$ cat config.mk
export PLATFORM = sky130hd
export DESIGN_NAME = gtc_conditioner
export DESIGN_NICKNAME = d
export VERILOG_FILES = /design/src/pkg/gtc_pkg.sv /design/src/design/gtc_filter.sv /design/src/design/gtc_pulse.sv /design/src/design/gtc_conditioner.sv
export VERILOG_INCLUDE_DIRS = /design/src /design/src/pkg
export SDC_FILE = /design/constraint.sdc
export NUM_CORES = 1
export LEC_CHECK = 0
export ABC_CLOCK_PERIOD_IN_PS = 2550
export BUFFER_PORTS_ARGS = -buffer_cell sky130_fd_sc_hd__buf_2
export CORE_ASPECT_RATIO = 0.75
export CORE_UTILIZATION = 30
export CTS_CLUSTER_DIAMETER = 120
export CTS_CLUSTER_SIZE = 28
export DETAILED_ROUTE_END_ITERATION = 10
export GPL_ROUTABILITY_DRIVEN = 0
export SYNTH_ARGS = -nofsm -noshare
export SYNTH_HDL_FRONTEND = slang
export SYNTH_SLANG_ARGS = --single-unit
$ cat constraint.sdc
create_clock -name i_clk -period 2.55 [get_ports i_clk]
set_input_delay 0.6375 -clock i_clk [delete_from_list [all_inputs] [get_ports i_clk]]
set_output_delay 0.6375 -clock i_clk [all_outputs]
set_load 0.05 [all_outputs]
$ cat src/pkg/gtc_cfg.svh
`ifndef GTC_CFG_SVH
`define GTC_CFG_SVH
// Functional notes
// - inputs held for under one millisecond are filtered and never trigger
// - falling-edge ports fire their function on a high-to-low input change
// - rising-edge ports fire their function on a low-to-high input change
// - edge ports are sampled once per frame and fire at most once per frame
// - level ports follow both transitions; polarity picks the active level
// - active-low level ports hold their function while the input is low
// - active-high level ports hold their function while the input is high
// - other command sources override contact input commands of any trigger type
// - eight ports, each with its own function, trigger type and polarity
// - only ports whose function selects message insertion produce triggers
// - every edge trigger drives a one-second pulse on that port's output

`define GTC_NPORTS 8
`define GTC_ADDR_W 12
`define GTC_CLK_HZ 125000000
`define GTC_MIN_PULSE_MS 1
`define GTC_MIN_PULSE_CYC ((`GTC_MIN_PULSE_MS * `GTC_CLK_HZ + 999) / 1000)
`define GTC_OUT_PULSE_S 1
`define GTC_OUT_PULSE_CYC (`GTC_OUT_PULSE_S * `GTC_CLK_HZ)

`define GTC_ADDR_CTRL 12'h000
`define GTC_ADDR_STATE 12'h004
`define GTC_ADDR_IRQ_STS 12'h008
`define GTC_ADDR_IRQ_MASK 12'h00c

`define GTC_CTRL_FN_LSB 0
`define GTC_CTRL_TRIG_LSB 8
`define GTC_CTRL_POL_LSB 16
`define GTC_STATE_LVL_LSB 0
`define GTC_STATE_ACT_LSB 8
`define GTC_STATE_PULSE_LSB 16
`define GTC_IRQ_EDGE_LSB 0
`define GTC_IRQ_LEVEL_LSB 8

`define GTC_CTRL_RST 24'h000000
`define GTC_IRQ_MASK_RST 16'h0000
`define GTC_PIN_IDLE_RST 1'b1
`endif

$ cat src/pkg/gtc_pkg.sv
`include "gtc_cfg.svh"

package gtc_pkg;
    typedef logic [`GTC_NPORTS-1:0] gtc_vec_t;

    // per-port settings, one bit per port in each field
    typedef struct packed {
        gtc_vec_t pol;
        gtc_vec_t edge_sel;
        gtc_vec_t fn_en;
    } gtc_port_cfg_t;

    typedef struct packed {
        logic psel;
        logic penable;
        logic pwrite;
        logic [`GTC_ADDR_W-1:0] paddr;
        logic [31:0] pwdata;
    } gtc_apb_req_t;

    typedef struct packed {
        logic pready;
        logic pslverr;
        logic [31:0] prdata;
    } gtc_apb_rsp_t;

    typedef enum logic [1:0] {
        GTC_PL_IDLE = 2'b01,
        GTC_PL_ON = 2'b10
    } gtc_pl_state_t;
endpackage

$ cat src/design/gtc_filter.sv
`include "gtc_cfg.svh"

module gtc_filter #(
    parameter int unsigned MIN_CYC = `GTC_MIN_PULSE_CYC
) (
    // clock and reset
    input wire logic i_clk,
    input wire logic i_rst_n,
    // raw pin
    input wire logic i_pin,
    // filtered level
    output logic o_level
);
    localparam int CW = $clog2(MIN_CYC + 1);

    logic s1_r;
    logic s2_r;
    logic s3_r;
    logic lvl_r;
    logic [CW-1:0] cnt_r;

    // three stages; only the second and third are compared
    always_ff @(posedge i_clk or negedge i_rst_n) begin
        if (!i_rst_n) begin
            s1_r <= `GTC_PIN_IDLE_RST;
            s2_r <= `GTC_PIN_IDLE_RST;
            s3_r <= `GTC_PIN_IDLE_RST;
        end else begin
            s1_r <= i_pin;
            s2_r <= s1_r;
            s3_r <= s2_r;
        end
    end

    // a new level must hold for the full dwell before it is accepted
    always_ff @(posedge i_clk or negedge i_rst_n) begin
        if (!i_rst_n) begin
            lvl_r <= `GTC_PIN_IDLE_RST;
            cnt_r <= '0;
        end else if (s2_r == s3_r && s3_r != lvl_r) begin
            if (cnt_r == CW'(MIN_CYC - 1)) begin
                lvl_r <= s3_r;
                cnt_r <= '0;
            end else begin
                cnt_r <= cnt_r + 1'b1;
            end
        end else begin
            cnt_r <= '0;
        end
    end

    assign o_level = lvl_r;
endmodule

$ cat src/design/gtc_pulse.sv
`include "gtc_cfg.svh"

module gtc_pulse #(
    parameter int unsigned LEN = `GTC_OUT_PULSE_CYC
) (
    // clock and reset
    input wire logic i_clk,
    input wire logic i_rst_n,
    // trigger
    input wire logic i_start,
    // pulse output
    output logic o_pulse
);
    import gtc_pkg::*;

    localparam int CW = $clog2(LEN + 1);

    gtc_pl_state_t state_r;
    logic [CW-1:0] cnt_r;

    // a new trigger while running restarts the full second
    always_ff @(posedge i_clk or negedge i_rst_n) begin
        if (!i_rst_n) begin
            state_r <= GTC_PL_IDLE;
            cnt_r <= '0;
        end else begin
            case (state_r)
                GTC_PL_IDLE: begin
                    if (i_start) begin
                        state_r <= GTC_PL_ON;
                        cnt_r <= '0;
                    end
                end
                GTC_PL_ON: begin
                    if (i_start) begin
                        cnt_r <= '0;
                    end else if (cnt_r == CW'(LEN - 1)) begin
                        state_r <= GTC_PL_IDLE;
                        cnt_r <= '0;
                    end else begin
                        cnt_r <= cnt_r + 1'b1;
                    end
                end
                default: begin
                    state_r <= GTC_PL_IDLE;
                    cnt_r <= '0;
                end
            endcase
        end
    end

    assign o_pulse = (state_r == GTC_PL_ON);
endmodule

$ cat src/design/gtc_conditioner.sv
`include "gtc_cfg.svh"

module gtc_conditioner #(
    parameter int unsigned NPORTS = `GTC_NPORTS,
    parameter int unsigned MIN_CYC = `GTC_MIN_PULSE_CYC,
    parameter int unsigned PULSE_CYC = `GTC_OUT_PULSE_CYC
) (
    // clock and reset
    input wire logic i_clk,
    input wire logic i_rst_n,
    // register bus
    input wire gtc_pkg::gtc_apb_req_t i_apb,
    output gtc_pkg::gtc_apb_rsp_t o_apb,
    // contact pins, raw electrical level
    input wire logic [NPORTS-1:0] i_contact_input_port,
    // video timing and command arbitration
    input wire logic i_frame_strobe,
    input wire logic i_override,
    // message triggers
    output logic [NPORTS-1:0] o_msg_trig,
    output logic [NPORTS-1:0] o_msg_level,
    // per-port one-second outputs
    output logic [NPORTS-1:0] o_pulse,
    // interrupt
    output logic o_irq
);
    import gtc_pkg::*;

    gtc_port_cfg_t cfg_r;
    logic [NPORTS-1:0] filt;
    logic [NPORTS-1:0] samp_r;
    logic [NPORTS-1:0] trig_r;
    logic [NPORTS-1:0] level_r;
    logic [NPORTS-1:0] rise_c;
    logic [NPORTS-1:0] fall_c;
    logic [NPORTS-1:0] fire_c;
    logic [NPORTS-1:0] lvl_cfg_c;
    logic [NPORTS-1:0] level_nxt;
    logic [NPORTS-1:0] fall_req_c;
    logic [NPORTS-1:0] rise_req_c;
    logic [2*NPORTS-1:0] sts_r;
    logic [2*NPORTS-1:0] sts_nxt;
    logic [2*NPORTS-1:0] mask_r;
    logic [31:0] prdata_r;
    logic [31:0] rd_mux;
    logic acc;
    logic wr;
    logic hit;

    // per-port conditioning and output pulse
    for (genvar i = 0; i < NPORTS; i++) begin : g_port
        gtc_filter #(
            .MIN_CYC(MIN_CYC)
        ) u_filt (
            .i_clk(i_clk),
            .i_rst_n(i_rst_n),
            .i_pin(i_contact_input_port[i]),
            .o_level(filt[i])
        );
        gtc_pulse #(
            .LEN(PULSE_CYC)
        ) u_pulse (
            .i_clk(i_clk),
            .i_rst_n(i_rst_n),
            .i_start(trig_r[i]),
            .o_pulse(o_pulse[i])
        );
    end

    // edge detection against the previous frame sample only
    always_comb begin
        rise_c = ~samp_r & filt;
        fall_c = samp_r & ~filt;
        fall_req_c = cfg_r.fn_en & cfg_r.edge_sel & ~cfg_r.pol & fall_c;
        rise_req_c = cfg_r.fn_en & cfg_r.edge_sel & cfg_r.pol & rise_c;
        fire_c = i_frame_strobe ? (fall_req_c | rise_req_c) : '0;
        lvl_cfg_c = cfg_r.fn_en & ~cfg_r.edge_sel;
        level_nxt = lvl_cfg_c & ~(filt ^ cfg_r.pol) & ~{NPORTS{i_override}};
    end

    // bursts inside one frame collapse into a single sample
    always_ff @(posedge i_clk or negedge i_rst_n) begin
        if (!i_rst_n) begin
            samp_r <= {NPORTS{`GTC_PIN_IDLE_RST}};
        end else if (i_frame_strobe) begin
            samp_r <= filt;
        end
    end

    always_ff @(posedge i_clk or negedge i_rst_n) begin
        if (!i_rst_n) begin
            trig_r <= '0;
        end else begin
            trig_r <= fire_c & ~{NPORTS{i_override}};
        end
    end

    always_ff @(posedge i_clk or negedge i_rst_n) begin
        if (!i_rst_n) begin
            level_r <= '0;
        end else begin
            level_r <= level_nxt;
        end
    end

    assign o_msg_trig = trig_r;
    assign o_msg_level = level_r;

    // apb slave, zero wait states
    assign acc = i_apb.psel & i_apb.penable;
    assign wr = acc & i_apb.pwrite;
    assign hit = (i_apb.paddr == `GTC_ADDR_CTRL) || (i_apb.paddr == `GTC_ADDR_STATE) ||
                 (i_apb.paddr == `GTC_ADDR_IRQ_STS) || (i_apb.paddr == `GTC_ADDR_IRQ_MASK);

    always_ff @(posedge i_clk or negedge i_rst_n) begin
        if (!i_rst_n) begin
            cfg_r <= `GTC_CTRL_RST;
        end else if (wr && i_apb.paddr == `GTC_ADDR_CTRL) begin
            cfg_r.fn_en <= i_apb.pwdata[`GTC_CTRL_FN_LSB +: NPORTS];
            cfg_r.edge_sel <= i_apb.pwdata[`GTC_CTRL_TRIG_LSB +: NPORTS];
            cfg_r.pol <= i_apb.pwdata[`GTC_CTRL_POL_LSB +: NPORTS];
        end
    end

    always_ff @(posedge i_clk or negedge i_rst_n) begin
        if (!i_rst_n) begin
            mask_r <= `GTC_IRQ_MASK_RST;
        end else if (wr && i_apb.paddr == `GTC_ADDR_IRQ_MASK) begin
            mask_r <= i_apb.pwdata[2*NPORTS-1:0];
        end
    end

    // write-one-to-clear; a new event in the same cycle survives the clear
    always_comb begin
        sts_nxt = sts_r;
        if (wr && i_apb.paddr == `GTC_ADDR_IRQ_STS) begin
            sts_nxt = sts_nxt & ~i_apb.pwdata[2*NPORTS-1:0];
        end
        sts_nxt[`GTC_IRQ_EDGE_LSB +: NPORTS] = sts_nxt[`GTC_IRQ_EDGE_LSB +: NPORTS] | trig_r;
        sts_nxt[`GTC_IRQ_LEVEL_LSB +: NPORTS] = sts_nxt[`GTC_IRQ_LEVEL_LSB +: NPORTS] |
                                               (level_r ^ level_nxt);
    end

    always_ff @(posedge i_clk or negedge i_rst_n) begin
        if (!i_rst_n) begin
            sts_r <= '0;
        end else begin
            sts_r <= sts_nxt;
        end
    end

    assign o_irq = |(sts_r & mask_r);

    always_comb begin
        rd_mux = '0;
        case (i_apb.paddr)
            `GTC_ADDR_CTRL: begin
                rd_mux[`GTC_CTRL_FN_LSB +: NPORTS] = cfg_r.fn_en;
                rd_mux[`GTC_CTRL_TRIG_LSB +: NPORTS] = cfg_r.edge_sel;
                rd_mux[`GTC_CTRL_POL_LSB +: NPORTS] = cfg_r.pol;
            end
            `GTC_ADDR_STATE: begin
                rd_mux[`GTC_STATE_LVL_LSB +: NPORTS] = filt;
                rd_mux[`GTC_STATE_ACT_LSB +: NPORTS] = level_r;
                rd_mux[`GTC_STATE_PULSE_LSB +: NPORTS] = o_pulse;
            end
            `GTC_ADDR_IRQ_STS: rd_mux[2*NPORTS-1:0] = sts_r;
            `GTC_ADDR_IRQ_MASK: rd_mux[2*NPORTS-1:0] = mask_r;
            default: rd_mux = '0;
        endcase
    end

    // read data captured in the setup cycle so prdata comes from a flop
    always_ff @(posedge i_clk or negedge i_rst_n) begin
        if (!i_rst_n) begin
            prdata_r <= '0;
        end else if (i_apb.psel && !i_apb.penable) begin
            prdata_r <= i_apb.pwrite ? 32'h00000000 : rd_mux;
        end
    end

    assign o_apb.pready = 1'b1;
    assign o_apb.pslverr = acc & ~hit;
    assign o_apb.prdata = prdata_r;
endmodule

==> impl_summary.txt <==
----------------------------------------------------
[Worst setup path]
  Reg-to-reg setup timing slack ... 0.20 ns
  Critical-path maximum fanout ... 3
  Startpoint type of the worst setup path ... register
  Reg2reg start ... g_port[4].u_pulse.cnt_r[18]$_DFFE_PN0P_
  Number of cell instances on the worst register-to-register path ... 6
  Reg-to-reg critical path endpoint ... g_port[4].u_pulse.cnt_r[12]$_DFFE_PN0P_
  Critical path class ... register to output pin
  Data required time of the worst path ... 1.91 ns
  Data arrival at the endpoint of the critical path ... ~2.2 ns
  Crit path launch ... sts_r[9]$_DFF_PN0_
  Worst Setup End Kind ... output pin

[Die]
  Initial cell density of the core ... 0.3058
  Number of ports placed on the die boundary ... around 120
  Die Y ... 248.4 µm
  Horizontal die dimension ... 330.5 µm
  Die area ... 82100 µm²
  FP Rows ... 89
  Core box area ... 79400 µm²

[Synthesis]
  Synth unique cells ... 64
  Synth async-reset ratio ... 1.000
  EDFF count, synth ... 0
  Post-synthesis cell count ... 2393
  Share of Yosys cell area claimed by the top area cell type ... 0.4699
  Summed instance area of the synthesized netlist ... approximately 24000 µm²
  Top_reg_cell synth ... sky130_fd_sc_hd__dfrtp_1
  Portion of the post-synthesis area used by sequential elements ... 0.5218
  Post-synthesis area per instance ... slightly above 10 µm²
  Cell taking the most area after synthesis ... sky130_fd_sc_hd__dfrtp_1
  Number of storage elements in the synthesis netlist ... 504
  Leading cell types by total area after synthesis ... sky130_fd_sc_hd__dfrtp_1 47%, sky130_fd_sc_hd__nor2_1 6.6%, sky130_fd_sc_hd__xor2_1 5.8%, sky130_fd_sc_hd__xnor2_1 5.4%, sky130_fd_sc_hd__dfstp_2 5.2%
  Synthesis Warnings ... 0

[Place]
  Dpl cell area ... 26390 µm²
  Detailed-placement wirelength estimate ... 41310 µm
  IO buf count ... 100
  Number of placed cells counting well taps ... approximately 3500

[Final layout]
  Relative area change from synthesis to final layout ... 11.69%
  Area of all placed cells without fillers ... 27120 µm²
  Post-layout net count ... 2590
  Fraction of final layout cells with drive strength greater than 1 ... 0.1466
  Fin util ... 0.3416
  Finished Layout Cells ... 3582

[Global routing]
  Vias in the first global route ... ~16000
  First-pass GRT wire length ... 91340 µm
  Congestion Overflow GR ... 0
  Largest net degree at the start of global routing ... slightly below 60
  Overall routing resource usage ... 0.1387
  Antenna violations before repair ... 14

[Clocking]
  Maximum level of the CTS H-tree ... 1
  Clock transition at the registers of the reported paths ... between 0.1 and 0.15 ns
  Clock tree from TritonCTS ... built
  TritonCTS Buffers ... 22
  Later-pin clock latency in the skew report ... 0.58 ns
  Sinks on the clock net ... 504
  Cell at the root of the clock tree ... sky130_fd_sc_hd__clkbuf_16
  Max Buffers Root-to-Sink ... 3

[STA]
  Final sum of negative setup slack ... -0.2332 ns
  Highest achievable clock rate ... approximately 0.36 GHz
  Portion of the clock cycle consumed by the worst path in the final layout ... 1.091
  Worst max-slew margin expressed relative to the limit ... 0.4305
  Worst Clk Skew ... around 0.021 ns
  RSZ-0062 raised after global routing ... yes
  Pins Over Slew Limit ... 0
  Final hold violations ... 0
  Number of setup violations in the final report ... 1
  Post-route setup slack ... -0.2332 ns
  Measured slew at the worst slew-check pin ... 0.8478 ns
  Final period demand of the worst path ... 2.783 ns

[Route]
  Initial DRT Pass Iterations ... 5
  DRC violations left ... 0
  Total length of routed wires ... 56770 µm
  Via Count ... around 17000
  Residual antenna-violating net count after detailed routing ... 0
  Post-detailed-route via-to-cell ratio ... 4.801
  DRC marker count from the first detailed-route iteration ... 1383
  Mean routed wirelength per cell ... approximately 16 µm

[Pwr]
  Static Leakage ... 11.85 nW
  Worst ir drop on vdd ... between 0.3 and 0.4 mV
  Power per standard cell area ... roughly 470 nW/µm²

[Flow run]
  Count of max-cap constraint violations ... 0

[Min path]
  Hold WC Path Type ... input pin to register
  Start point of the worst min-delay path ... i_contact_input_port[5]
  Hold Path Sink ... g_port[5].u_filt.s1_r$_DFF_PN1_
  Worst hold stages ... 1

[Run status]
  Violated checks ... negative setup slack
  Run status ... complete, but fails checks

----------------------------------------------------
==> what timing repair did <==
action	4_1_cts	5_1_grt
resized for setup	6	2
hold endpoints to repair	30	0
hold buffers	1	0
setup endpoints to repair	2	2
pin swaps	2	2
buffers inserted	1	1
==> sequential cells by signal, indices dropped and copies added, names as in the netlist <==
register	cells
g_port.u_pulse.state_r	16
g_port.u_filt.cnt_r	136
g_port.u_filt.s2_r	8
o_msg_trig	8
prdata_r	24
o_msg_level	8
samp_r	8
g_port.u_filt.s1_r	8
cfg_r	24
mask_r	16
g_port.u_filt.s3_r	8
sts_r	16
g_port.u_filt.o_level	8
g_port.u_pulse.cnt_r	216
==> metrics by stage <==
stage,hold WS (ns),setup slack (ns),power (mW)
floorplan,0.3419,0.05190,8.377
global route,0.1295,-0.2300,13.34
CTS,0.1202,-0.1858,13.05
global placement,0.3471,-0.07103,8.690
detailed placement,0.3475,-0.1004,8.691
finish,0.1544,-0.2332,12.83
==> cells by family after synthesis <==
logic type / Yosys count / share of synthesized area
other: 2 / 0.0003093
and+or+nand+nor: 1183 / 0.2401
xor gates and xnor gates: 313 / 0.1129
DFF: 504 / 0.5218
adders and majority gates: 16 / 0.008244
buffers and inverters: 140 / 0.02751
muxes: 71 / 0.04014
AOI/OAI and AO/OA: 164 / 0.04900
==> Yosys cell counts (19+ instances only) <==
| cell | n |
|---|---|
| sky130_fd_sc_hd__dfrtp_1 | 456 |
| sky130_fd_sc_hd__nor2_1 | 430 |
| sky130_fd_sc_hd__nand2_1 | 184 |
| sky130_fd_sc_hd__xor2_1 | 162 |
| sky130_fd_sc_hd__xnor2_1 | 151 |
| sky130_fd_sc_hd__nand3_1 | 140 |
| sky130_fd_sc_hd__nand4_1 | 104 |
| sky130_fd_sc_hd__nor3_1 | 72 |
| sky130_fd_sc_hd__inv_1 | 56 |
| sky130_fd_sc_hd__nor4_1 | 52 |
| sky130_fd_sc_hd__mux2_2 | 51 |
| sky130_fd_sc_hd__dfstp_2 | 48 |
| sky130_fd_sc_hd__and3_1 | 43 |
| sky130_fd_sc_hd__o21ai_0 | 35 |
| sky130_fd_sc_hd__clkbuf_1 | 34 |
| sky130_fd_sc_hd__buf_4 | 28 |
| sky130_fd_sc_hd__a21oi_1 | 20 |
| sky130_fd_sc_hd__a21o_1 | 19 |
| sky130_fd_sc_hd__a31oi_1 | 19 |
| sky130_fd_sc_hd__nor2b_1 | 19 |
| sky130_fd_sc_hd__nor4b_1 | 19 |
==> critical path, cell delays in order (launching register included) <==
cell and delay (ns):
sky130_fd_sc_hd__dfrtp_1 0.43, sky130_fd_sc_hd__a22o_1 0.25, sky130_fd_sc_hd__a221oi_2 0.24, sky130_fd_sc_hd__nand4_1 0.36, sky130_fd_sc_hd__buf_6 0.28
==> power by group <==
group | internal (mW) | switching (mW)
combinational | 0.120 | 0.322
clock | 1.73 | 2.57
sequential | 8.05 | 0.0358
total | 9.90 | 2.93
==> cell usage in the layout, fill, tap and decap left out, types with 14 or more instances in the layout <==
master                      synthesis  layout
sky130_fd_sc_hd__nor2b_1           19      19
sky130_fd_sc_hd__ha_1              16      16
sky130_fd_sc_hd__nand2b_1          15      14
sky130_fd_sc_hd__nand4_1          104     104
sky130_fd_sc_hd__a21bo_2           14      14
sky130_fd_sc_hd__nand2_1          184     184
sky130_fd_sc_hd__a32o_1            17      17
sky130_fd_sc_hd__xnor2_1          151     151
sky130_fd_sc_hd__a21o_1            19      19
sky130_fd_sc_hd__buf_4             28      60
sky130_fd_sc_hd__mux2_2            51      51
sky130_fd_sc_hd__dfstp_2           48      48
sky130_fd_sc_hd__clkbuf_16          0      23
sky130_fd_sc_hd__inv_1             56      56
sky130_fd_sc_hd__a31oi_1           19      19
sky130_fd_sc_hd__mux4_2            16      16
sky130_fd_sc_hd__nand3_1          140     140
sky130_fd_sc_hd__buf_2             18      97
sky130_fd_sc_hd__o21ai_0           35      35
sky130_fd_sc_hd__or4_1             16      16
sky130_fd_sc_hd__nor4_1            52      52
sky130_fd_sc_hd__a21oi_1           20      20
sky130_fd_sc_hd__nor2_1           430     428
sky130_fd_sc_hd__nor4b_1           19      19
sky130_fd_sc_hd__dfrtp_1          456     456
sky130_fd_sc_hd__nor3_1            72      72
sky130_fd_sc_hd__xor2_1           162     162
sky130_fd_sc_hd__and3_1            43      43
==> routing by layer <==
metal,GRT usage,share of wire,vias to the layer above
met4,0.02535,0.019,14
met1,0.2229,0.53,8347
met5,0,0.0016,-
met2,0.1847,0.38,284
li1,-,-,8491
met3,0.03265,0.064,62
==> area by class of cell <==
cell class | instances | area (µm²)
clock inverters | 3 | 32.53
multi-input cells | 1756 | 11010
flip-flops and latches | 504 | 12670
well taps | 1046 | 1309
fillers | 8003 | 52280
repair buffers | 175 | 1251
diodes | 6 | 15.01
inverters | 56 | 210.2
clock buffers | 36 | 624.3
==> worst max-delay path by stage <==
stage	to	cells after the start
global placement	cfg_r[20]$_DFFE_PN0P_	7
finish	o_irq	4
floorplan	o_apb[32]	5
detailed placement	cfg_r[18]$_DFFE_PN0P_	7
global route	o_irq	4
CTS	o_irq	4
Power figures use the tool's default switching activity.
